`src/common/tdac_pkg.sv`:
```
package tdac_pkg;

	// ==========================================
	// register indices (byte address = 4 * index)
	localparam logic [7:0] IDX_CC0_LO = 8'hda;
	localparam logic [7:0] IDX_CC0_HI = 8'hdb;
	localparam logic [7:0] IDX_CC1_LO = 8'hdc;
	localparam logic [7:0] IDX_CC1_HI = 8'hdd;
	localparam logic [7:0] IDX_CC2_LO = 8'hde;
	localparam logic [7:0] IDX_CC2_HI = 8'hdf;
	localparam logic [7:0] IDX_CNT_LO = 8'he2;
	localparam logic [7:0] IDX_CNT_HI = 8'he3;
	localparam logic [7:0] IDX_CTL = 8'he4;
	localparam logic [7:0] IDX_CH0_CTL = 8'he5;
	localparam logic [7:0] IDX_CH1_CTL = 8'he6;
	localparam logic [7:0] IDX_CH2_CTL = 8'he7;
	localparam logic [7:0] IDX_IRQ_CFG = 8'he8;
	localparam logic [7:0] IDX_CLK_CFG = 8'he9;

	// ==========================================
	// field positions
	localparam int CTL_FLAG_LSB = 4;
	localparam int CTL_DIV_LSB = 2;
	localparam int CTL_MODE_LSB = 0;
	localparam int CH_MASK_BIT = 6;
	localparam int CH_CMP_LSB = 3;
	localparam int CH_SEL_BIT = 2;
	localparam int CH_CAP_LSB = 0;
	localparam int IRQ_GLOBAL_BIT = 0;
	localparam int IRQ_OVF_MASK_BIT = 1;
	localparam int SAMPLE_DROP = 2;

	// ==========================================
	// reset values and codes
	localparam logic [7:0] CH_CTL_RESET = 8'h40;
	localparam logic [1:0] IRQ_CFG_RESET = 2'h0;
	localparam logic [2:0] CLK_CFG_RESET = 3'h0;
	localparam logic [2:0] CMP_DSM = 3'h7;
	localparam logic [2:0] DSM_LAST_QUARTER = 3'h3;
	localparam logic [2:0] DSM_LAST_EIGHTH = 3'h7;
	localparam logic [15:0] CNT_FULL = 16'hffff;

	typedef enum logic [1:0] {
		MODE_SUSPEND = 2'b00,
		MODE_FREE = 2'b01,
		MODE_MODULO = 2'b10,
		MODE_UPDOWN = 2'b11
	} tdac_mode_t;

endpackage

```
`src/design/tdac_dsm.sv`:
```
// ==========================================
// second-order one-bit modulator with interpolator and shaper
module tdac_dsm
	import tdac_pkg::*;
	(
	input logic sys_clk,
	input logic rst_n,
	input logic enable,
	input logic step,
	input logic load,
	input logic signed [13:0] sample,
	input logic interp_en,
	input logic shaper_en,
	input logic [2:0] phase,
	input logic [2:0] phase_last,
	output logic bit_out
	);

	logic signed [13:0] prev;
	logic signed [13:0] cur;
	logic signed [31:0] acc;
	logic [15:0] steps;
	logic [4:0] shift;
	logic signed [19:0] int1;
	logic signed [23:0] int2;
	logic bit_q;

	// ceiling log2: keeps the ramp from overshooting the new sample
	function automatic logic [4:0] ceil_log2(input logic [15:0] n);
		logic [4:0] r;
		r = 5'h0;
		for (int i = 0; i < 16; i++) begin
			if ((17'h1 << i) < {1'h0, n}) begin
				r = 5'(i + 1);
			end
		end
		return r;
	endfunction

	// interpolated input: ramp from prev to cur over one sample period
	wire logic signed [14:0] diff = {cur[13], cur} - {prev[13], prev};
	wire logic signed [31:0] acc_sh = acc >>> shift;
	wire logic signed [15:0] x_ramp = {{2{prev[13]}}, prev} + acc_sh[15:0];
	wire logic signed [15:0] x_in = interp_en ? x_ramp : {{2{cur[13]}}, cur};
	// full-scale feedback of a 14-bit signed input
	wire logic signed [15:0] fb = bit_q ? 16'sh2000 : -16'sh2000;
	wire logic signed [19:0] err = 20'(x_in) - 20'(fb);
	wire logic signed [19:0] next_int1 = int1 + err;
	wire logic signed [23:0] next_int2 = int2 + 24'(next_int1) - 24'(fb);

	// sample pipeline and interpolation state
	always_ff @(posedge sys_clk or negedge rst_n) begin
		if (!rst_n) begin
			prev <= 14'h0;
			cur <= 14'h0;
			acc <= 32'h0;
			steps <= 16'h0;
			shift <= 5'h0;
		end else if (!enable) begin
			prev <= 14'h0;
			cur <= sample;
			acc <= 32'h0;
			steps <= 16'h0;
		end else if (load) begin
			prev <= cur;
			cur <= sample;
			acc <= 32'h0;
			shift <= ceil_log2(steps); // gain compensation
			steps <= 16'h0;
		end else if (step) begin
			acc <= acc + {{17{diff[14]}}, diff};
			steps <= steps + 16'h1;
		end
	end

	// two integrators, cleared while off so a start is clean
	always_ff @(posedge sys_clk or negedge rst_n) begin
		if (!rst_n) begin
			int1 <= 20'h0;
			int2 <= 24'h0;
			bit_q <= 1'h0;
		end else if (!enable) begin
			int1 <= 20'h0;
			int2 <= 24'h0;
			bit_q <= 1'h0;
		end else if (step) begin
			int1 <= next_int1;
			int2 <= next_int2;
			bit_q <= ~next_int2[23];
		end
	end

	// shaper gives one rise and one fall per bit, trading swing for symmetry
	always_ff @(posedge sys_clk or negedge rst_n) begin
		if (!rst_n) begin
			bit_out <= 1'h0;
		end else if (!enable) begin
			bit_out <= 1'h0;
		end else if (shaper_en) begin
			bit_out <= bit_q ? (phase != phase_last) : (phase == 3'h0);
		end else begin
			bit_out <= bit_q;
		end
	end

endmodule

```
`src/design/tdac_timer.sv`:
```
module tdac_timer
	import tdac_pkg::*;
	#(
	parameter int ADDR_W = 12
	)
	(
	input logic sys_clk,
	input logic reset_n,
	input logic hsel,
	input logic [ADDR_W-1:0] haddr,
	input logic [1:0] htrans,
	input logic hwrite,
	input logic [2:0] hsize,
	input logic [31:0] hwdata,
	input logic hready,
	output logic hreadyout,
	output logic hresp,
	output logic [31:0] hrdata,
	input logic [2:0] cap_pin,
	output logic [2:0] chan_out,
	output logic dma_req_chan0,
	output logic dma_req_chan1,
	output logic dma_req_chan2,
	output logic timer_irq
	);

	// ==========================================
	// reset release
	logic rst_meta;
	logic rst_n_q;

	// async assert, clocked release through two stages
	always_ff @(posedge sys_clk or negedge reset_n) begin
		if (!reset_n) begin
			rst_meta <= 1'h0;
			rst_n_q <= 1'h0;
		end else begin
			rst_meta <= 1'h1;
			rst_n_q <= rst_meta;
		end
	end

	// ==========================================
	// state
	logic [15:0] count_value;
	logic [7:0] cnt_hi_latch;
	logic count_down;
	logic [3:0] flags;
	logic [1:0] div_sel;
	tdac_mode_t mode;
	logic [7:0] chctl [3];
	logic [15:0] cc [3];
	logic [7:0] cc_stage [3];
	logic chan_level [3];
	logic [1:0] irq_cfg;
	logic [2:0] clk_cfg;
	logic [6:0] tick_cnt;
	logic [6:0] presc;
	logic [2:0] dsm_phase;
	logic [2:0] cap_meta;
	logic [2:0] cap_sync;
	logic [2:0] cap_prev;
	logic wr_pend;
	logic [7:0] wr_idx;
	logic [7:0] wr_data;
	logic dsm_bit;

	function automatic logic idx_is(input logic [7:0] a, input logic [7:0] b);
		return a == b;
	endfunction

	// compare output action for one counter step
	function automatic logic out_next(input logic cur, input logic [2:0] act,
			input logic hit, input logic hit0, input logic zero,
			input logic dn, input logic ud);
		logic back;
		back = ud ? (hit && dn) : zero;
		case (act)
			3'h0: return hit ? 1'h1 : cur;
			3'h1: return hit ? 1'h0 : cur;
			3'h2: return hit ? ~cur : cur;
			3'h3: return (hit && !dn) ? 1'h1 : (back ? 1'h0 : cur);
			3'h4: return (hit && !dn) ? 1'h0 : (back ? 1'h1 : cur);
			3'h5: return hit ? 1'h1 : (hit0 ? 1'h0 : cur);
			3'h6: return hit ? 1'h0 : (hit0 ? 1'h1 : cur);
			default: return cur;
		endcase
	endfunction

	// ==========================================
	// bus slave: zero wait, always OKAY
	wire logic acc_take = hsel && htrans[1] && hready;
	wire logic [7:0] acc_idx = haddr[9:2];
	wire logic acc_in_map = (haddr[ADDR_W-1:10] == '0);
	wire logic rd_take = acc_take && !hwrite && acc_in_map;
	wire logic rd_cnt_lo = rd_take && idx_is(acc_idx, IDX_CNT_LO);
	wire logic w_cnt_lo = wr_pend && idx_is(wr_idx, IDX_CNT_LO);
	wire logic w_ctl = wr_pend && idx_is(wr_idx, IDX_CTL);
	wire logic w_irq = wr_pend && idx_is(wr_idx, IDX_IRQ_CFG);
	wire logic w_clk = wr_pend && idx_is(wr_idx, IDX_CLK_CFG);

	// read selection; unmapped words read zero
	wire logic [7:0] rd_val =
		!acc_in_map ? 8'h0 :
		idx_is(acc_idx, IDX_CNT_LO) ? count_value[7:0] :
		idx_is(acc_idx, IDX_CNT_HI) ? cnt_hi_latch :
		idx_is(acc_idx, IDX_CTL) ? {flags, div_sel, mode} :
		idx_is(acc_idx, IDX_CH0_CTL) ? chctl[0] :
		idx_is(acc_idx, IDX_CH1_CTL) ? chctl[1] :
		idx_is(acc_idx, IDX_CH2_CTL) ? chctl[2] :
		idx_is(acc_idx, IDX_CC0_LO) ? cc[0][7:0] :
		idx_is(acc_idx, IDX_CC0_HI) ? cc[0][15:8] :
		idx_is(acc_idx, IDX_CC1_LO) ? cc[1][7:0] :
		idx_is(acc_idx, IDX_CC1_HI) ? cc[1][15:8] :
		idx_is(acc_idx, IDX_CC2_LO) ? cc[2][7:0] :
		idx_is(acc_idx, IDX_CC2_HI) ? cc[2][15:8] :
		idx_is(acc_idx, IDX_IRQ_CFG) ? {6'h0, irq_cfg} :
		idx_is(acc_idx, IDX_CLK_CFG) ? {5'h0, clk_cfg} : 8'h0;

	// address phase captured; write lands in the data phase
	always_ff @(posedge sys_clk or negedge rst_n_q) begin
		if (!rst_n_q) begin
			wr_pend <= 1'h0;
			wr_idx <= 8'h0;
			hrdata <= 32'h0;
			hreadyout <= 1'h0;
			hresp <= 1'h0;
		end else begin
			wr_pend <= acc_take && hwrite && acc_in_map;
			wr_idx <= acc_idx;
			hrdata <= rd_take ? {24'h0, rd_val} : 32'h0;
			hreadyout <= 1'h1;
			hresp <= 1'h0;
		end
	end
	assign wr_data = hwdata[7:0];

	// ==========================================
	// tick, prescaler and modulator phase
	wire logic [6:0] tick_mask = 7'h7f >> (3'h7 - clk_cfg);
	wire logic tick = &(tick_cnt | ~tick_mask);
	wire logic presc_hit = (div_sel == 2'h0) ? 1'h1 :
		(div_sel == 2'h1) ? &presc[2:0] :
		(div_sel == 2'h2) ? &presc[4:0] : &presc;
	wire logic dsm_on = (chctl[1][CH_CMP_LSB +: 3] == CMP_DSM);
	wire logic [2:0] dsm_last = chctl[1][CH_SEL_BIT] ? DSM_LAST_QUARTER : DSM_LAST_EIGHTH;
	wire logic dsm_step = tick && dsm_on && (dsm_phase == dsm_last);
	wire logic running = (mode != MODE_SUSPEND);
	wire logic cnt_en = tick && running && (dsm_on || presc_hit);

	// prescaler free-runs on ticks; a new select never restarts it
	always_ff @(posedge sys_clk or negedge rst_n_q) begin
		if (!rst_n_q) begin
			tick_cnt <= 7'h0;
			presc <= 7'h0;
			dsm_phase <= 3'h0;
		end else begin
			tick_cnt <= tick_cnt + 7'h1;
			if (tick) begin
				presc <= presc + 7'h1;
			end
			if (!dsm_on) begin
				dsm_phase <= 3'h0;
			end else if (tick) begin
				dsm_phase <= (dsm_phase == dsm_last) ? 3'h0 : dsm_phase + 3'h1;
			end
		end
	end

	// ==========================================
	// counter
	wire logic ud = (mode == MODE_UPDOWN);
	wire logic [15:0] terminal = (mode == MODE_FREE) ? CNT_FULL : cc[0];
	wire logic at_term = (count_value == terminal);
	wire logic at_zero = (count_value == 16'h0);
	wire logic turn_zero = ud && count_down && at_zero;
	wire logic turn_top = ud && !count_down && (count_value >= cc[0]);
	wire logic ovf_evt = cnt_en && (ud ? turn_zero : at_term);
	wire logic [15:0] next_count =
		(!ud && at_term) ? 16'h0 :
		turn_top ? count_value - 16'h1 :
		(ud && count_down && !at_zero) ? count_value - 16'h1 :
		count_value + 16'h1;

	// count from the current value in any running mode
	always_ff @(posedge sys_clk or negedge rst_n_q) begin
		if (!rst_n_q) begin
			count_value <= 16'h0;
			count_down <= 1'h0;
			cnt_hi_latch <= 8'h0;
		end else begin
			if (w_cnt_lo) begin
				count_value <= 16'h0;
			end else if (cnt_en) begin
				count_value <= next_count;
			end
			if (!ud || w_cnt_lo) begin
				count_down <= 1'h0;
			end else if (cnt_en && (turn_top || turn_zero)) begin
				count_down <= turn_top;
			end
			if (rd_cnt_lo) begin
				cnt_hi_latch <= count_value[15:8];
			end
		end
	end

	// ==========================================
	// capture pins: two stages before edge detection
	always_ff @(posedge sys_clk or negedge rst_n_q) begin
		if (!rst_n_q) begin
			cap_meta <= 3'h0;
			cap_sync <= 3'h0;
			cap_prev <= 3'h0;
		end else begin
			cap_meta <= cap_pin;
			cap_sync <= cap_meta;
			cap_prev <= cap_sync;
		end
	end

	// ==========================================
	// channels
	logic [2:0] cmp_evt;
	logic [2:0] cap_evt;
	logic [2:0] chan_flag_evt;
	wire logic hit0 = (count_value == cc[0]);

	for (genvar n = 0; n < 3; n++) begin : g_chan
		wire logic [7:0] ctl_idx = 8'(IDX_CH0_CTL + n);
		wire logic [7:0] lo_idx = 8'(IDX_CC0_LO + 2 * n);
		wire logic [7:0] hi_idx = 8'(IDX_CC0_LO + 2 * n + 1);
		wire logic is_cmp = chctl[n][CH_SEL_BIT];
		wire logic [1:0] edge_sel = chctl[n][CH_CAP_LSB +: 2];
		wire logic rise = cap_sync[n] && !cap_prev[n];
		wire logic fall = !cap_sync[n] && cap_prev[n];
		// channel 1 capture field is reused by the modulator
		wire logic cap_ok = running && !is_cmp && !(n == 1 && dsm_on);
		assign cap_evt[n] = cap_ok && ((edge_sel[0] && rise) || (edge_sel[1] && fall));
		assign cmp_evt[n] = cnt_en && is_cmp && (count_value == cc[n]);
		// in up/down, channel 0 flags the zero turn instead of its compare
		if (n == 0) begin : g_ud0
			assign chan_flag_evt[n] = cap_evt[n] ||
				(ud ? (is_cmp && ovf_evt) : cmp_evt[n]);
		end else begin : g_other
			assign chan_flag_evt[n] = cap_evt[n] || cmp_evt[n];
		end

		// low byte is staged until the high byte commits both
		always_ff @(posedge sys_clk or negedge rst_n_q) begin
			if (!rst_n_q) begin
				chctl[n] <= CH_CTL_RESET;
				cc[n] <= 16'h0;
				cc_stage[n] <= 8'h0;
			end else begin
				if (wr_pend && idx_is(wr_idx, ctl_idx)) begin
					chctl[n] <= wr_data;
				end
				if (wr_pend && idx_is(wr_idx, lo_idx)) begin
					cc_stage[n] <= wr_data;
				end
				if (wr_pend && idx_is(wr_idx, hi_idx)) begin
					cc[n] <= {wr_data, cc_stage[n]};
				end else if (cap_evt[n]) begin
					cc[n] <= count_value;
				end
			end
		end

		// compare action level, updated on counter steps
		always_ff @(posedge sys_clk or negedge rst_n_q) begin
			if (!rst_n_q) begin
				chan_level[n] <= 1'h0;
			end else if (cnt_en && is_cmp) begin
				chan_level[n] <= out_next(chan_level[n], chctl[n][CH_CMP_LSB +: 3],
					count_value == cc[n], hit0, at_zero, count_down, ud);
			end
		end
	end

	// ==========================================
	// modulator
	tdac_dsm u_dsm (
		.sys_clk(sys_clk),
		.rst_n(rst_n_q),
		.enable(dsm_on),
		.step(dsm_step),
		.load(ovf_evt),
		.sample(cc[1][15:SAMPLE_DROP]),
		.interp_en(!chctl[1][CH_CAP_LSB + 1]),
		.shaper_en(chctl[1][CH_CAP_LSB]),
		.phase(dsm_phase),
		.phase_last(dsm_last),
		.bit_out(dsm_bit)
	);

	// ==========================================
	// control, status and flags
	wire logic [3:0] flag_set = {chan_flag_evt, ovf_evt};
	wire logic [3:0] flag_keep = w_ctl ? wr_data[7:4] : 4'hf;
	wire logic [3:0] flag_mask = {chctl[2][CH_MASK_BIT], chctl[1][CH_MASK_BIT],
		chctl[0][CH_MASK_BIT], irq_cfg[IRQ_OVF_MASK_BIT]};

	// writing one leaves a flag; a same-cycle event beats the clear
	always_ff @(posedge sys_clk or negedge rst_n_q) begin
		if (!rst_n_q) begin
			flags <= 4'h0;
			div_sel <= 2'h0;
			mode <= MODE_SUSPEND;
			irq_cfg <= IRQ_CFG_RESET;
			clk_cfg <= CLK_CFG_RESET;
		end else begin
			flags <= (flags & flag_keep) | flag_set;
			if (w_ctl) begin
				div_sel <= wr_data[CTL_DIV_LSB +: 2];
				mode <= tdac_mode_t'(wr_data[CTL_MODE_LSB +: 2]);
			end
			if (w_irq) begin
				irq_cfg <= wr_data[1:0];
			end
			if (w_clk) begin
				clk_cfg <= wr_data[2:0];
			end
		end
	end

	// ==========================================
	// outputs, all registered
	always_ff @(posedge sys_clk or negedge rst_n_q) begin
		if (!rst_n_q) begin
			chan_out <= 3'h0;
			dma_req_chan0 <= 1'h0;
			dma_req_chan1 <= 1'h0;
			dma_req_chan2 <= 1'h0;
			timer_irq <= 1'h0;
		end else begin
			chan_out <= {chan_level[2], dsm_on ? dsm_bit : chan_level[1],
				chan_level[0]};
			dma_req_chan0 <= cmp_evt[0];
			dma_req_chan1 <= cmp_evt[1];
			dma_req_chan2 <= cmp_evt[2];
			timer_irq <= irq_cfg[IRQ_GLOBAL_BIT] && |(flags & flag_mask);
		end
	end

endmodule

```
`config.mk`:
```
export PLATFORM = sky130hd
export DESIGN_NAME = tdac_timer
export DESIGN_NICKNAME = d
export VERILOG_FILES = /design/src/common/tdac_pkg.sv /design/src/design/tdac_dsm.sv /design/src/design/tdac_timer.sv
export SDC_FILE = /design/constraint.sdc
export NUM_CORES = 1
export LEC_CHECK = 0
export ABC_AREA = 0
export BUFFER_PORTS_ARGS = -buffer_cell sky130_fd_sc_hd__buf_2
export CAP_MARGIN = 20
export CORE_UTILIZATION = 30
export CTS_CLUSTER_DIAMETER = 150
export CTS_CLUSTER_SIZE = 24
export DETAILED_ROUTE_END_ITERATION = 7
export PLACE_DENSITY = 0.57
export REMOVE_ABC_BUFFERS = 1
export SLEW_MARGIN = 40
export SYNTH_ARGS = -nofsm -noshare
export SYNTH_HDL_FRONTEND = slang
export SYNTH_SLANG_ARGS = --single-unit
```
`constraint.sdc`:
```
create_clock -name sys_clk -period 12.2 [get_ports sys_clk]
set_input_delay 2.44 -clock sys_clk [delete_from_list [all_inputs] [get_ports sys_clk]]
set_output_delay 2.44 -clock sys_clk [all_outputs]
set_load 0.01 [all_outputs]
```
# Word-level counts from Yosys, hierarchy flattened
# Cells that the tools add are included.
[op_classes]
addsub = 14
mul = 0
n_div = 0
n_lt_le_gt_ge = 17
n_eq_ne = 79
shifts = 2
muxes = 109
bitwise = 9
n_reduce_logical = 115
[op_table]
columns = ["op", "count"]
rows = [
  ["2-to-1 mux 16 bit", 17],
  ["== test 8 bit, second input constant", 27],
  ["2-to-1 mux 8 bit", 14],
  ["2-to-1 mux 32 bit", 3],
  ["logical AND 1 bit", 65],
  ["== test 16 bit", 4],
  ["2-to-1 mux 14 bit", 4],
  ["2-to-1 mux 24 bit", 2],
  ["2-to-1 mux 1 bit", 42],
  ["2-to-1 mux 20 bit", 2],
  ["2-to-1 mux 4 bit", 9],
  ["adder 16 x 1 -> 16 bit, second input constant", 2],
  ["adder 32 bit", 1],
  [">>> shifter 32 x 5 -> 16 bit", 1],
  ["== test 3 bit, second input constant", 10],
  ["2-to-1 mux 3 bit", 10],
  ["inequality test 3 bit, second input constant", 10],
  ["adder 24 x 20 -> 24 bit", 1],
  ["subtractor 24 x 16 -> 24 bit", 1],
  ["AND reduction 7 bit", 3],
  ["adder 20 x 17 -> 20 bit", 1],
  ["== test 3 x 2 -> 1 bit, second input constant", 6],
  ["AND reduction 9 bit", 2],
  ["subtractor 16 x 16 -> 17 bit", 1],
  ["54 further kinds", 107],
]
[totals]
register_bits = 317
latchBits = 0
mem_bits_rw = 0
romBits = 0
input_bits = 57
out_inout_bits = 41
wordCells = 391
n_memories = 0

# Depth between registers and ports, before layout
[logic_depth]
depth_word = 17
ltp_mapped = 45
mapped_depth_nobuf = 43

# Hierarchy
# A second synthesis with hierarchy kept.
[unflattened]
cells_unflattened = 2685
hier_area_um2 = 23711.5
[modules_own_cells]
columns = ["mod", "n_inst", "cells_per_inst", "area_per_inst_um2", "seq_area_each_um2"]
rows = [
  ["tdac_dsm", 1, 1534, 12682.2, 3178.0],
  ["tdac_timer", 1, 1151, 11029.3, 4758.3],
]

# Worst setup path after synthesis
# OpenSTA, ideal clock, no wires.
[synth_timing]
path_kind = "reg-to-reg"
start = "register u_dsm.shift[0]"
end = "register u_dsm.int2[22]"
setup_time_ps = 127
arrival_ps = 8189
required_ps = 12073
setup_slack_ps = 3884
stages_incl_launch_ff = 37
n_path_buf = 2
period_less_slack_ps = 8316
path_cell_list = "dfrtp_1 -> buf_1 -> clkbuf_1 -> mux4_2 -> mux2_2 -> a21oi_1 -> mux2i_1 -> ha_1 -> inv_1 -> fa_1 -> nor2b_1 -> o21ai_0 -> a21boi_0 -> o21ai_0 -> a21oi_1 -> o21ai_0 -> a21oi_1 -> o211a_1 -> o21a_1 -> o31ai_1 -> fa_1 -> ha_1 -> o2111a_1 -> nor3_1 -> xor2_1 -> fa_1 -> inv_1 -> ha_1 -> a21oi_1 -> nand2_1 -> a21o_1 -> a21o_1 -> o41ai_1 -> o21ai_0 -> a31oi_1 -> xor2_1 -> o21ai_0"
[synth_via]
elab_chain_len = 9
[synth_rtl]
columns = ["element", "line_no", "text"]
rows = [
  ["start, declared", "tdac_dsm.sv:23", "logic [4:0] shift;"],
  ["start signal, assigned", "tdac_dsm.sv:68", "shift <= ceil_log2(steps);"],
  [">>> shifter 32 x 5 -> 16 bit", "tdac_dsm.sv:42", "wire logic signed [31:0] acc_sh = acc >>> shift;"],
  ["adder 16 bit", "tdac_dsm.sv:43", "wire logic signed [15:0] x_ramp = {{2{prev[13]}}, prev} + acc_sh[15:0];"],
  ["2-to-1 mux 16 bit", "tdac_dsm.sv:44", "wire logic signed [15:0] x_in = interp_en ? x_ramp : {{2{cur[13]}}, cur};"],
  ["subtractor 16 x 16 -> 17 bit", "tdac_dsm.sv:47", "wire logic signed [19:0] err = 20'(x_in) - 20'(fb);"],
  ["adder 20 x 17 -> 20 bit", "tdac_dsm.sv:48", "wire logic signed [19:0] next_int1 = int1 + err;"],
  ["adder 24 x 20 -> 24 bit", "tdac_dsm.sv:49", "wire logic signed [23:0] next_int2 = int2 + 24'(next_int1) - 24'(fb);"],
  ["subtractor 24 x 16 -> 24 bit", "tdac_dsm.sv:49", ""],
  ["2-to-1 mux 24 bit", "tdac_dsm.sv:86", "end else if (step) begin"],
  ["2-to-1 mux 24 bit", "tdac_dsm.sv:82", "end else if (!enable) begin"],
  ["end signal, assigned", "tdac_dsm.sv:88", "int2 <= next_int2;"],
  ["end, declared", "tdac_dsm.sv:25", "logic signed [23:0] int2;"],
]
# Every way passes these cells. The select of a mux whose other input is x is not followed.
# A chain may end at the register's enable or synchronous reset.

# Worst setup path after layout
# Ends and elaborated chain as after synthesis.

==> impl_metrics.csv <==
group,metric,value,unit
logic_synthesis,ys_ff_latch,317,
finish,insertedDiodeCount,0,
grt,overflow,0,
grt,grt_max_degree,142,
floorplanning,rows,101,
floorplanning,initial_core_util,0.304,
setup_path,cp-start-kind,"flip-flop",
sta,tns,0,ns
placement,place.gp.congestion,0.877,
finish,final_cell_mix,"311 x dfrtp_1, 273 x nor2_1, 254 x nand2_1, 251 x a21oi_1, 194 x inv_1",
logic_synthesis,synth_ff_type,"dfrtp_1",
clocking,cts_buffers,17,
clocking,clockBufferDepth,3,
setup_path,cp_max_fo,30,
drt,dr.first_iter.drc_count,1378,
drt,ant_nets,0,
clocking,cts_tree,"done",
sta,finalMaxSlewViolations,0,
clocking,insertion_delay,0.56,ns
sta,rsz0062_at_grt,"false",
finish,syn_to_final_growth,7.67,%
clocking,post_cts_resized,0,
setup_path,max_stage_delay,0.60,ns
placement,hpwl,43500,um
finish,final_common_cell,"dfrtp_1",
setup_path,timing.rr.start,"u_dsm.shift[0]",
setup_path,cp_data_arrival_time,9.79,ns
drt,viasPerCell,5.12,
setup_path,critPathMostFrequentCell,"o21ai_0",
floorplanning,core_area,76100,sq um
logic_synthesis,synth_area,23100,sq um
logic_synthesis,synthDominantCellAreaShare,0.340,
sta,worstMarginPinSlew,0.893,ns
clocking,path_clk_slew,0.11,ns
drt,wl_per_cell,16.9,um
setup_path,r2r-end,"u_dsm.int2[22]",
sta,setup_violations,0,
power_and_ir_drop,vdd_ir_drop_max,0.000176,V
sta,slew_headroom,0.404,
floorplanning,ios,98,
power_and_ir_drop,design_power_total,3.62,mW
logic_synthesis,synth.largest_area_cell,"dfrtp_1",
sta,fin_skew,0.0192,ns
grt,grt_pass1_vias,17500,
drt,wl,62300,um
drt,drc_errors,0,
finish,final_nets,2874,
grt,antenna_found_initial,1,
setup_path,crit_slowest_cell,"o41ai_1",
setup_path,crit_path_start,"u_dsm.shift[0]",
grt,grt.total_usage,0.158,
setup_path,reg2reg_depth,36,
setup_path,path_depth,36,
clocking,holdBufCountCts,0,
logic_synthesis,syn_area_per_cell,8.60,sq um
sta,fin_crit_sh,0.767,
clocking,cts_root_buf,"clkbuf_16",
sta,min_period,9.35,ns
logic_synthesis,postSynthCellCount,2689,
hold_path,holdCritPathClass,"reg2async",
setup_path,end_kind,"flip-flop",
clocking,h-tree-depth,1,
drt,drt_pass1_iterations,6,
logic_synthesis,synthArstFlopShare,1.00,
logic_synthesis,synth-seq-area-share,0.343,
clocking,clkSinkCount,317,
logic_synthesis,synth_cell_types,91,
setup_path,r2r_slack,2.85,ns
finish,drive_above_1_share,0.0965,
setup_path,crit_buf_inv,4,
power_and_ir_drop,p_leak,10.9,nW
outcome,status,"finished, final reports clean",
sta,max_freq,107,MHz
floorplanning,dieArea,78200,sq um
job,maxCapViolations,0,
setup_path,cp-endpoint,"u_dsm.int2[22]",
grt,grt_pass1_wl,99800,um
clocking,cts_post_setup_buffers_inserted,0,
finish,finish.utilization,0.327,
setup_path,crit_required,12.63,ns
setup_path,path_class,"reg2reg",
setup_path,crit_family,"compound AO/OA/AOI/OAI gates",
sta,finalHoldViolCount,0,
logic_synthesis,ys_warn_count,0,
floorplanning,die_width,280,um
logic_synthesis,ys_top_cells_by_area,"dfrtp_1 34%, ha_1 8.5%, a21oi_1 5.4%",
drt,vias,18900,
floorplanning,fp.dieH,280,um
placement,port_buffers,42,
power_and_ir_drop,p_per_area,145,nW/um^2
logic_synthesis,synth_edf_count,0,
==> worst reg2reg max path: cells and delay by family, from the launching register on <==
kind                     cells  cell delay [ns]
AO/OA/AOI/OAI               17             3.88
XOR/XNOR                     2             0.43
adder cells (fa/ha/maj)      6             2.19
buffers and inverters        4             0.99
flip-flops                   1             0.34
multiplexers                 2             0.83
AND/OR/NAND/NOR              5             0.60
==> flip-flops by register name, summed over array words and instances, names as in the netlist, 7 cells and up <==
signal        cells
cc               48
cc_stage         24
chctl            24
cnt_hi_latch      8
count_value      16
hrdata            8
presc             7
tick_cnt          7
u_dsm.acc        32
u_dsm.cur        14
u_dsm.int1       20
u_dsm.int2       24
u_dsm.prev       14
u_dsm.steps      16
wr_idx            8
==> metrics by stage <==
step           setup WS, ns  instances  cell area (sq um)  hold WS, ns
2_1_floorplan          2.72       2549              22500        0.331
3_3_place_gp           2.98       3652              24300        0.333
3_5_place_dp           2.92       3652              24300        0.336
4_1_cts                2.84       3682              24800        0.358
5_1_grt                2.06       3684              24900        0.255
6_report               2.85       3684              24900        0.222
==> cell type report <==
cell class                 instances  area (sq um)
clock buffer                      27           493
sequential                       317          7940
tap                             1030          1290
timing repair buffer              75           507
clock inverter                     3          26.3
fill                            8151         51200
multi-input combinational       2036         13900
inverter                         196           736
==> worst min-delay path by stage <==
| stage | start | to |
|---|---|---|
| after floorplan | cap_meta[0] | cap_sync[0] |
| after global routing | rst_n_q | dma_req_chan2 |
| after global placement | rst_meta | rst_n_q |
| final | rst_n_q | dma_req_chan2 |
| after detailed placement | cap_meta[1] | cap_sync[1] |
| after CTS | cap_meta[1] | cap_sync[1] |
==> logic make-up after synthesis <==
family | Yosys count | share of synthesized area
other | 2 | 0.000325
buffers and inverters | 361 | 0.0641
adders and majority gates | 174 | 0.0996
xor gates and xnor gates | 135 | 0.0511
AOI/OAI and AO/OA | 688 | 0.182
DFF | 317 | 0.343
muxes | 177 | 0.0928
and+or+nand+nor | 835 | 0.167
==> Yosys cell counts, drive strengths merged, types with 22 or more instances <==
cell / count
nand2: 255
xnor2: 97
and3: 26
o21ai: 170
nor3: 53
dfrtp: 314
inv: 195
nor2: 276
mux2: 80
mux4: 22
nand3: 50
clkbuf: 110
o21a: 27
ha: 157
or3: 26
nor2b: 31
a21o: 30
nand2b: 29
a211oi: 28
mux2i: 75
a21oi: 252
a31oi: 31
buf: 55
xor2: 38
==> routing by layer <==
metal	vias up	track usage	routed length [um]	share of wire
li1	9262	-	-	-
met1	9050	0.227	29300	0.47
met2	468	0.248	27900	0.45
met3	79	0.0195	3330	0.053
met4	2	0.0455	1710	0.027
met5	-	0	10	0.00016
==> power by group <==
| part | switching (mW) | internal, mW |
|---|---|---|
| clock network | 0.389 | 0.285 |
| logic | 1.00 | 0.745 |
| registers | 0.0942 | 1.10 |
No activity file was read; power rests on OpenSTA's default activity.
